$ cat src/common/bft_pkg.sv
// Package with modes, settings and timing constants of the breaker failure backup trip block
package bft_pkg;

  // Supervision mode encoding, reset value off
  typedef enum logic [1:0]
  {
    BFT_MODE_OFF     = 2'h0,
    BFT_MODE_CURRENT = 2'h1,
    BFT_MODE_CONTACT = 2'h2,
    BFT_MODE_BOTH    = 2'h3
  } bft_mode_t;

  // Time base
  localparam int unsigned CLK_FREQ_HZ    = 125000000;
  localparam int unsigned TICK_PERIOD_MS = 1;
  localparam int unsigned TICK_CYCLES    = (CLK_FREQ_HZ / 1000) * TICK_PERIOD_MS;
  localparam int unsigned TICK_CNT_W     = 17;

  // Setting widths
  localparam int unsigned DELAY_W = 10;
  localparam int unsigned PULSE_W = 16;
  localparam int unsigned PCT_W   = 8;
  localparam int unsigned CURR_W  = 8;

  // Setting ranges and defaults in ms and percent of rated current
  localparam logic [DELAY_W-1:0] DELAY_MIN_MS     = 10'h03c;
  localparam logic [DELAY_W-1:0] DELAY_MAX_MS     = 10'h3e8;
  localparam logic [DELAY_W-1:0] DELAY_DEF_MS     = 10'h0c8;
  localparam logic [PULSE_W-1:0] PULSE_MAX_MS     = 16'hea60;
  localparam logic [PULSE_W-1:0] PULSE_DEF_MS     = 16'h0064;
  localparam logic [PCT_W-1:0]   PH_LIMIT_MIN     = 8'h14;
  localparam logic [PCT_W-1:0]   PH_LIMIT_MAX     = 8'hc8;
  localparam logic [PCT_W-1:0]   PH_LIMIT_DEF     = 8'h1e;
  localparam logic [PCT_W-1:0]   RES_LIMIT_MIN    = 8'h0a;
  localparam logic [PCT_W-1:0]   RES_LIMIT_MAX    = 8'hc8;
  localparam logic [PCT_W-1:0]   RES_LIMIT_DEF    = 8'h14;

  // Settings carrier
  typedef struct packed
  {
    bft_mode_t          mode;
    logic [DELAY_W-1:0] delay_ms;
    logic [PULSE_W-1:0] pulse_ms;
    logic [PCT_W-1:0]   ph_limit;
    logic [PCT_W-1:0]   res_limit;
  } bft_cfg_t;

  localparam bft_cfg_t CFG_DEFAULT = '{BFT_MODE_OFF, DELAY_DEF_MS, PULSE_DEF_MS, PH_LIMIT_DEF, RES_LIMIT_DEF};

  // Measured currents, percent of rated current
  typedef struct packed
  {
    logic [CURR_W-1:0] ph_a;
    logic [CURR_W-1:0] ph_b;
    logic [CURR_W-1:0] ph_c;
    logic [CURR_W-1:0] res;
  } bft_curr_t;

endpackage

$ cat src/rtl/bft_ms_tick.sv
// Millisecond tick generator for the breaker failure backup trip block
`timescale 1ns/1ps
module bft_ms_tick
#(
  parameter int unsigned CYCLES = bft_pkg::TICK_CYCLES
)
(
  // Clock and reset
  input  wire logic i_sys_clk,
  input  wire logic i_rst_b,
  input  wire logic i_sync_clr,
  // Tick
  output logic      o_tick
);
  import bft_pkg::*;

  logic [TICK_CNT_W-1:0] cnt_q;

  always_ff @(posedge i_sys_clk or negedge i_rst_b)
  begin
    if (!i_rst_b)
    begin
      cnt_q  <= '0;
      o_tick <= 1'b0;
    end
    else if (i_sync_clr)
    begin
      cnt_q  <= '0;
      o_tick <= 1'b0;
    end
    else if (cnt_q == TICK_CNT_W'(CYCLES - 1))
    begin
      cnt_q  <= '0;
      o_tick <= 1'b1;
    end
    else
    begin
      cnt_q  <= cnt_q + 1'b1;
      o_tick <= 1'b0;
    end
  end

endmodule // bft_ms_tick

$ cat src/rtl/bft_top.sv
// Breaker failure backup trip supervision logic
//
// Behaviour
// - Backup timer starts on rising edge of the one general start input.
// - Four supervision modes: off, current, contact, combined; off after reset.
// - Current mode ignores breaker status; judges phase and residual currents only.
// - Contact mode ignores currents; judges breaker closed status only.
// - Combined mode idles only when all currents low and breaker open.
// - At timer expiry, trip if fault persists per selected mode.
// - Backup delay 60 to 1000 ms, 1 ms step, default 200 ms.
// - Trip held at least pulse length; 0 to 60000 ms, default 100.
// - Phase limit 20..200 percent default 30; residual 10..200 default 20.
// - Mode off starts no backup trip whatever the inputs; a trip pulse already running completes.
// - Block input inhibits start and timing while asserted, not a trip pulse already running; outside logic drives it.
`timescale 1ns/1ps
module bft_top
#(
  parameter int unsigned TICK_CYCLES = bft_pkg::TICK_CYCLES
)
(
  // Clock and reset
  input  wire logic             i_sys_clk,
  input  wire logic             i_rst_b,
  input  wire logic             i_sync_rst,
  // Settings
  input  wire bft_pkg::bft_cfg_t i_cfg,
  input  wire logic             i_cfg_load,
  // Protection inputs
  input  wire logic             i_general_start_input,
  input  wire logic             i_block,
  input  wire logic             i_breaker_closed,
  input  wire bft_pkg::bft_curr_t i_curr,
  // Outputs
  output logic                  o_backup_trip,
  output logic                  o_timer_running,
  output logic                  o_fault_present,
  output bft_pkg::bft_cfg_t     o_cfg
);
  import bft_pkg::*;

  typedef enum logic [1:0]
  {
    BFT_ST_IDLE  = 2'h0,
    BFT_ST_TIME  = 2'h1,
    BFT_ST_TRIP  = 2'h2
  } bft_state_t;

  bft_cfg_t              cfg_q;
  bft_state_t            state_q;
  logic                  start_q;
  logic                  tick;
  logic [DELAY_W-1:0]    delay_cnt_q;
  logic [PULSE_W-1:0]    pulse_cnt_q;
  logic                  curr_fault;
  logic                  cont_fault;
  logic                  fault;
  logic                  start_rise;
  logic                  inhibit;

  ////////////////////////////////////////////////////////////////////////////
  // Time base

  bft_ms_tick
  #(
    .CYCLES     (TICK_CYCLES)
  )
  u_tick
  (
    .i_sys_clk  (i_sys_clk),
    .i_rst_b    (i_rst_b),
    .i_sync_clr (i_sync_rst),
    .o_tick     (tick)
  );

  ////////////////////////////////////////////////////////////////////////////
  // Settings

  function automatic bft_cfg_t clamp_cfg(input bft_cfg_t c);
    bft_cfg_t r;
    r = c;
    if (c.delay_ms < DELAY_MIN_MS) r.delay_ms = DELAY_MIN_MS;
    if (c.delay_ms > DELAY_MAX_MS) r.delay_ms = DELAY_MAX_MS;
    if (c.pulse_ms > PULSE_MAX_MS) r.pulse_ms = PULSE_MAX_MS;
    if (c.ph_limit < PH_LIMIT_MIN) r.ph_limit = PH_LIMIT_MIN;
    if (c.ph_limit > PH_LIMIT_MAX) r.ph_limit = PH_LIMIT_MAX;
    if (c.res_limit < RES_LIMIT_MIN) r.res_limit = RES_LIMIT_MIN;
    if (c.res_limit > RES_LIMIT_MAX) r.res_limit = RES_LIMIT_MAX;
    return r;
  endfunction

  always_ff @(posedge i_sys_clk or negedge i_rst_b)
  begin
    if (!i_rst_b)
      cfg_q <= CFG_DEFAULT;
    else if (i_sync_rst)
      cfg_q <= CFG_DEFAULT;
    else if (i_cfg_load)
      cfg_q <= clamp_cfg(i_cfg);
  end

  ////////////////////////////////////////////////////////////////////////////
  // Fault judgement

  // Any current at or above its limit
  assign curr_fault = (i_curr.ph_a >= cfg_q.ph_limit) || (i_curr.ph_b >= cfg_q.ph_limit) ||
                      (i_curr.ph_c >= cfg_q.ph_limit) || (i_curr.res >= cfg_q.res_limit);
  assign cont_fault = i_breaker_closed;

  always_comb
  begin
    case (cfg_q.mode)
      BFT_MODE_CURRENT: fault = curr_fault;
      BFT_MODE_CONTACT: fault = cont_fault;
      BFT_MODE_BOTH:    fault = curr_fault || cont_fault;
      default:          fault = 1'b0;
    endcase
  end

  // Block and mode off inhibit everything but a trip pulse already running
  assign inhibit    = i_block || (cfg_q.mode == BFT_MODE_OFF);
  assign start_rise = i_general_start_input && !start_q;

  ////////////////////////////////////////////////////////////////////////////
  // Start edge detect

  always_ff @(posedge i_sys_clk or negedge i_rst_b)
  begin
    if (!i_rst_b)
      start_q <= 1'b0;
    else if (i_sync_rst)
      start_q <= 1'b0;
    else
      start_q <= i_general_start_input;
  end

  ////////////////////////////////////////////////////////////////////////////
  // Sequence

  // Delay counts whole ticks, so expiry lands within one ms early of setting
  always_ff @(posedge i_sys_clk or negedge i_rst_b)
  begin
    if (!i_rst_b)
    begin
      state_q     <= BFT_ST_IDLE;
      delay_cnt_q <= '0;
      pulse_cnt_q <= '0;
    end
    else if (i_sync_rst)
    begin
      state_q     <= BFT_ST_IDLE;
      delay_cnt_q <= '0;
      pulse_cnt_q <= '0;
    end
    else
    begin
      case (state_q)
        BFT_ST_IDLE:
        begin
          if (start_rise && !inhibit)
          begin
            state_q     <= BFT_ST_TIME;
            delay_cnt_q <= cfg_q.delay_ms;
          end
        end
        BFT_ST_TIME:
        begin
          // Fault gone or blocked returns to idle
          if (inhibit || !fault)
            state_q <= BFT_ST_IDLE;
          else if (tick)
          begin
            if (delay_cnt_q <= DELAY_W'(1))
            begin
              state_q     <= BFT_ST_TRIP;
              pulse_cnt_q <= cfg_q.pulse_ms;
            end
            else
              delay_cnt_q <= delay_cnt_q - 1'b1;
          end
        end
        BFT_ST_TRIP:
        begin
          // Hold for pulse length, then release
          if (tick)
          begin
            if (pulse_cnt_q == '0)
              state_q <= BFT_ST_IDLE;
            else
              pulse_cnt_q <= pulse_cnt_q - 1'b1;
          end
        end
        default: state_q <= BFT_ST_IDLE;
      endcase
    end
  end

  ////////////////////////////////////////////////////////////////////////////
  // Registered outputs

  always_ff @(posedge i_sys_clk or negedge i_rst_b)
  begin
    if (!i_rst_b)
    begin
      o_backup_trip   <= 1'b0;
      o_timer_running <= 1'b0;
      o_fault_present <= 1'b0;
      o_cfg           <= CFG_DEFAULT;
    end
    else
    begin
      o_backup_trip   <= (state_q == BFT_ST_TRIP) && !i_sync_rst;
      o_timer_running <= (state_q == BFT_ST_TIME) && !i_sync_rst;
      o_fault_present <= fault && !inhibit;
      o_cfg           <= cfg_q;
    end
  end

  ////////////////////////////////////////////////////////////////////////////
  // Checks

  chk_off_no_trip: assert property (@(posedge i_sys_clk) disable iff (!i_rst_b)
    (cfg_q.mode == BFT_MODE_OFF) |=> (state_q != BFT_ST_TIME && !$rose(state_q == BFT_ST_TRIP)))
    else $error("trip path active with mode off");

  chk_start_edge: assert property (@(posedge i_sys_clk) disable iff (!i_rst_b || i_sync_rst)
    (state_q == BFT_ST_IDLE && start_rise && !inhibit) |=> (state_q == BFT_ST_TIME))
    else $error("timer not started on start edge");

  chk_no_level_start: assert property (@(posedge i_sys_clk) disable iff (!i_rst_b || i_sync_rst)
    (state_q == BFT_ST_IDLE && !start_rise) |=> (state_q != BFT_ST_TIME))
    else $error("timer started without edge");

  chk_block_inhibit: assert property (@(posedge i_sys_clk) disable iff (!i_rst_b || i_sync_rst)
    (i_block && state_q != BFT_ST_TRIP) |=> (state_q == BFT_ST_IDLE))
    else $error("block did not inhibit");

  chk_contact_only: assert property (@(posedge i_sys_clk) disable iff (!i_rst_b)
    (cfg_q.mode == BFT_MODE_CONTACT) |-> (fault == i_breaker_closed))
    else $error("contact mode uses currents");

  chk_current_only: assert property (@(posedge i_sys_clk) disable iff (!i_rst_b)
    (cfg_q.mode == BFT_MODE_CURRENT) |-> (fault == curr_fault))
    else $error("current mode uses breaker status");

  chk_combined_idle: assert property (@(posedge i_sys_clk) disable iff (!i_rst_b || i_sync_rst)
    (state_q == BFT_ST_TIME && cfg_q.mode == BFT_MODE_BOTH && (curr_fault || cont_fault) && !i_block)
    |=> (state_q != BFT_ST_IDLE))
    else $error("combined mode left timing with a fault");

  chk_trip_output: assert property (@(posedge i_sys_clk) disable iff (!i_rst_b || i_sync_rst)
    $rose(state_q == BFT_ST_TRIP) |=> o_backup_trip)
    else $error("trip output missing");

  chk_trip_hold: assert property (@(posedge i_sys_clk) disable iff (!i_rst_b || i_sync_rst)
    (state_q == BFT_ST_TRIP && pulse_cnt_q != '0) |=> (state_q == BFT_ST_TRIP))
    else $error("trip released early");

  chk_delay_range: assert property (@(posedge i_sys_clk) disable iff (!i_rst_b)
    (cfg_q.delay_ms >= DELAY_MIN_MS) && (cfg_q.delay_ms <= DELAY_MAX_MS))
    else $error("delay setting out of range");

  chk_limit_range: assert property (@(posedge i_sys_clk) disable iff (!i_rst_b)
    (cfg_q.ph_limit >= PH_LIMIT_MIN) && (cfg_q.res_limit >= RES_LIMIT_MIN))
    else $error("current limit out of range");

  chk_sync_reset: assert property (@(posedge i_sys_clk) disable iff (!i_rst_b)
    i_sync_rst |=> (state_q == BFT_ST_IDLE && cfg_q == CFG_DEFAULT && !o_backup_trip))
    else $error("synchronous reset incomplete");

  chk_running_out: assert property (@(posedge i_sys_clk) disable iff (!i_rst_b || i_sync_rst)
    (state_q == BFT_ST_TIME && !i_sync_rst) |=> o_timer_running)
    else $error("timer running output missing");

  chk_delay_load: assert property (@(posedge i_sys_clk) disable iff (!i_rst_b || i_sync_rst)
    (state_q == BFT_ST_IDLE && start_rise && !inhibit && !i_sync_rst) |=> (delay_cnt_q == $past(cfg_q.delay_ms)))
    else $error("delay counter not loaded from setting");

  chk_pulse_load: assert property (@(posedge i_sys_clk) disable iff (!i_rst_b || i_sync_rst)
    $rose(state_q == BFT_ST_TRIP) |-> (pulse_cnt_q == $past(cfg_q.pulse_ms)))
    else $error("pulse counter not loaded from setting");

  chk_trip_after_timer: assert property (@(posedge i_sys_clk) disable iff (!i_rst_b || i_sync_rst)
    $rose(o_backup_trip) |-> $past(o_timer_running))
    else $error("trip without running timer");

  chk_off_no_fault: assert property (@(posedge i_sys_clk) disable iff (!i_rst_b)
    (cfg_q.mode == BFT_MODE_OFF) |=> !o_fault_present)
    else $error("fault flagged with mode off");

  cov_trip: cover property (@(posedge i_sys_clk) disable iff (!i_rst_b) $rose(o_backup_trip));
  cov_clear: cover property (@(posedge i_sys_clk) disable iff (!i_rst_b)
    (state_q == BFT_ST_TIME && !fault && !inhibit));
  cov_block: cover property (@(posedge i_sys_clk) disable iff (!i_rst_b)
    (state_q == BFT_ST_TIME && i_block));
  cov_contact_trip: cover property (@(posedge i_sys_clk) disable iff (!i_rst_b)
    (cfg_q.mode == BFT_MODE_CONTACT && $rose(o_backup_trip)));
  cov_combined_drop: cover property (@(posedge i_sys_clk) disable iff (!i_rst_b)
    (cfg_q.mode == BFT_MODE_BOTH && state_q == BFT_ST_TIME && !fault && !i_block));

endmodule // bft_top

$ cat config.mk
export PLATFORM = sky130hd
export DESIGN_NAME = bft_top
export DESIGN_NICKNAME = d
export VERILOG_FILES = /design/src/common/bft_pkg.sv /design/src/rtl/bft_ms_tick.sv /design/src/rtl/bft_top.sv
export SDC_FILE = /design/constraint.sdc
export NUM_CORES = 1
export LEC_CHECK = 0
export BUFFER_PORTS_ARGS = -buffer_cell sky130_fd_sc_hd__buf_2
export CAP_MARGIN = 10
export CORE_MARGIN = 10
export CORE_UTILIZATION = 38
export DETAILED_ROUTE_END_ITERATION = 12
export PLACE_DENSITY = 0.64
export SYNTH_ARGS = -nofsm -noshare
export SYNTH_HDL_FRONTEND = slang
export SYNTH_HIERARCHICAL = 1
export SYNTH_SLANG_ARGS = --single-unit
$ cat constraint.sdc
create_clock -name i_sys_clk -period 3.2 [get_ports i_sys_clk]
set_input_delay 0.48 -clock i_sys_clk [delete_from_list [all_inputs] [get_ports i_sys_clk]]
set_output_delay 0.48 -clock i_sys_clk [all_outputs]
set_load 0.02 [all_outputs]
==> flow_summary_export.csv <==
group,metric,value,unit
status,status,"completed",
setup_path,reg2reg_depth,9,
yosys,yosysSeqAreaShare,0.524,
layout,antenna_cells,0,
yosys,async_flop_share,1.00,
yosys,yosys-top-cells-area,"dfrtp_1, dfstp_2, ha_1",
global_route,grt_max_degree,57,
clocking,cts_setup_buffers,0,
timing,setup_violations,0,
power_and_ir_drop,p_leak,3.86,nW
route,num_vias,5520,
global_route,grt_pass1_wl,30.1,mm
die,coreArea,17200,sq um
clocking,hold_buffers,0,
power_and_ir_drop,peakVddDrop,0.000389,V
global_route,antenna_found_initial,0,
setup_path,required,3.48,ns
yosys,synth_edf_count,0,
yosys,synth-seq-cells,138,
setup_path,critPathSlowestCell,"or4_4",
power_and_ir_drop,p_comb_frac,0.112,
clocking,cts_max_level,4,
setup_path,critPathCaptureType,"register",
place,dp.cells,998,
layout,fillerInstances,1594,
layout,stdcell_count,1030,
timing,drv_slew,0,
layout,layout.nets,911,
setup_path,critical_path.top_delay_family,"simple AND/OR/NAND/NOR gates",
layout,area_delta_synth_final,23.5,%
yosys,syn_area_per_cell,10.2,sq um
power_and_ir_drop,clkPwrFrac,0.445,
setup_path,slowest_delay,0.51,ns
timing,fin_crit_sh,0.940,
setup_path,critPathKind,"reg -> reg",
yosys,syn_area,6640,sq um
timing,fmax,332,MHz
global_route,grt_pass1_vias,5593,
timing,tightest_slew,0.745,ns
power_and_ir_drop,intPower,3.13,mW
setup_path,path_max_fanout,15,
yosys,yosysTopAreaCell,"dfrtp_1",
setup_path,critical_path_depth,9,
place,place_area,7630,sq um
flow_run,max_cap_viol_count,0,
clocking,insertion_delay,0.43,ns
global_route,grt_usage,0.157,
timing,rsz0062_at_grt,"false",
yosys,synth.top_cell.area_share,0.429,
hold_path,hp-class,"in -> async",
die,dieWidth,152,um
global_route,grt-ovfl-total,0,
clocking,cts_root_buffer,"clkbuf_16",
route,drt-pass1-iter-count,5,
timing,period_needed,3.01,ns
setup_path,start_kind,"register",
clocking,cts.path.max_buffers,2,
place,dpl.hpwl,13.3,mm
layout,drive_above_1_share,0.268,
clocking,cts_resized,0,
die,rows,48,
power_and_ir_drop,p_switching,1.15,mW
setup_path,cp_cell_sequence,"inv_1 > ha_1 > or4b_4 > or4_1 > or4_4 > o211a_4 > nand2_1 > buf_12 > o31ai_1",
timing,finalHoldViolCount,0,
yosys,synthDistinctLibCells,61,
route,drt_iter0_drc,380,
route,via_per_inst,5.36,
route,ant_nets,0,
power_and_ir_drop,pwr-share-seq,0.443,
power_and_ir_drop,power.density,523,nW/um^2
power_and_ir_drop,swShare,0.269,
setup_path,critical_path_buf_inv_count,2,
layout,postLayoutCellArea,8210,sq um
clocking,cts_tree,"built",
route,drcViolationCount,0,
clocking,clk_pin_slew,0.07,ns
die,num_io_pins,130,
yosys,ys_warn_count,6,
die,die_y,152,um
power_and_ir_drop,p_total,4.29,mW
timing,fin_worst_skew,0.0152,ns
route,wl,18.0,mm
clocking,clock-sinks,138,
clocking,cts_buffers,17,
die,fp.dieArea,23200,sq um
yosys,synth_cells,651,
yosys,synthFlopType,"dfrtp_1",
place,routabilityCongestion,0.852,
timing,fin_setup_tns,0,ns
route,wl_per_cell,17.4,um
setup_path,cp.arrival,3.28,ns
timing,relSlewSlack,0.500,
yosys,synth_nets,770,
die,initial_core_util,0.385,
place,port_buffers,129,
## cell usage in the layout (no fill, tap or decap), types with 3 or more instances in the layout
master / instances
buf_2: 128
dfrtp_1: 114
nor2_1: 80
nand2_1: 51
o21ai_0: 39
ha_1: 36
inv_1: 35
a21oi_1: 35
dfstp_2: 24
nor3_1: 20
nand3_1: 18
buf_4: 18
clkbuf_16: 17
nor4_1: 15
a211oi_1: 14
xnor2_1: 14
mux2i_1: 13
o31ai_1: 11
a22o_1: 9
nor2b_1: 8
a22oi_1: 8
o211ai_1: 8
nand4_1: 8
clkinv_4: 6
a31oi_1: 5
o311ai_0: 5
nand2b_1: 4
o221ai_1: 4
or4_1: 3
o32a_1: 3
nor4b_1: 3
inv_6: 3
## metal layers
metal  up-vias  wire, um  track usage
li1       2653         -            -
met1      2644      8700        0.217
met2       204      7840        0.232
met3        19      1180       0.0480
met4         0       254       0.0454
met5         -         0            0
## registers in the layout (all words and copies together), names as in the netlist
register	cells
cfg_q	44
o_fault_present	1
start_q	1
state_q	2
o_backup_trip	1
pulse_cnt_q	16
delay_cnt_q	10
o_timer_running	1
o_cfg	44
u_tick/o_tick	1
u_tick/cnt_q	17
## area by class of cell
class	instances	area, sq um	area share
Sequential cell	138	3480	0.424
Multi-Input combinational cell	450	2900	0.353
Timing Repair Buffer	149	827	0.101
Clock buffer	19	443	0.0540
Tap cell	225	282	0.0343
Inverter	36	140	0.0171
Clock inverter	13	135	0.0165
## Yosys cell counts, drive strengths merged, types with 2 or more instances
cell	n
dfrtp	114
nor2	81
nand2	51
o21ai	41
ha	36
a21oi	35
inv	35
dfstp	24
clkbuf	21
nor3	20
nand3	18
a211oi	15
nor4	15
xnor2	14
mux2i	13
o31ai	12
a22o	9
nand4	9
a22oi	8
nor2b	8
o211ai	8
a31oi	6
buf	6
o311ai	5
nand2b	4
o221ai	4
or4	4
nor4b	3
o32a	3
o32ai	3
a21o	2
a222oi	2
a32o	2
a32oi	2
o22ai	2
o31a	2
or3	2
## power groups by stage
stage / combinational, mW / sequential (mW) / clock (mW)
6_report: 0.480 / 1.90 / 1.91
5_1_grt: 0.542 / 1.91 / 2.02
4_1_cts: 0.485 / 1.90 / 1.95
3_5_place_dp: 0.483 / 1.93 / 0
3_3_place_gp: 0.478 / 1.93 / 0
2_1_floorplan: 0.216 / 1.96 / 0
## final timing paths
path	from	end	slack, ns
worst max-delay path	pulse_cnt_q[0]$_DFFE_PN0P_	pulse_cnt_q[2]$_DFFE_PN0P_	0.19
worst min-delay path	i_rst_b	o_cfg[8]$_DFF_PN0_	0.009
worst max register to register	pulse_cnt_q[0]$_DFFE_PN0P_	pulse_cnt_q[2]$_DFFE_PN0P_	0.19
worst min register to register	cfg_q[2]$_DFFE_PN1P_	o_cfg[2]$_DFF_PN1_	0.36
max in group asynchronous	i_rst_b	o_cfg[18]$_DFF_PN1_	2.43
min in group i_sys_clk	i_cfg[11]	cfg_q[11]$_DFFE_PN1P_	0.29
## worst register-to-register path, cell delays in order (launching register included)
cell	delay, ns
dfrtp_1	0.39
inv_1	0.11
ha_1	0.19
or4b_4	0.49
or4_1	0.45
or4_4	0.51
o211a_4	0.34
nand2_1	0.17
buf_12	0.15
o31ai_1	0.08
## stage by stage
stage / util / setup slack (ns) / hold WS [ns]
floorplan: - / 0.320 / 0.184
global placement: 0.443 / 0.292 / 0.355
detailed placement: 0.443 / 0.214 / 0.356
CTS: 0.476 / 0.199 / 0.0220
global route: 0.476 / 0.0880 / 0.0480
finish: 0.476 / 0.192 / 0.00862
## cell families after synthesis
logic type / count (synthesis) / share of synthesized area
adder cells (fa/ha/maj): 36 / 0.0678
XOR/XNOR: 15 / 0.0198
AO/OA/AOI/OAI: 165 / 0.171
buffers and inverters: 63 / 0.0396
multiplexers: 13 / 0.0196
flip-flops: 138 / 0.524
AND/OR/NAND/NOR: 221 / 0.157
No activity file was read; power rests on OpenSTA's default activity.
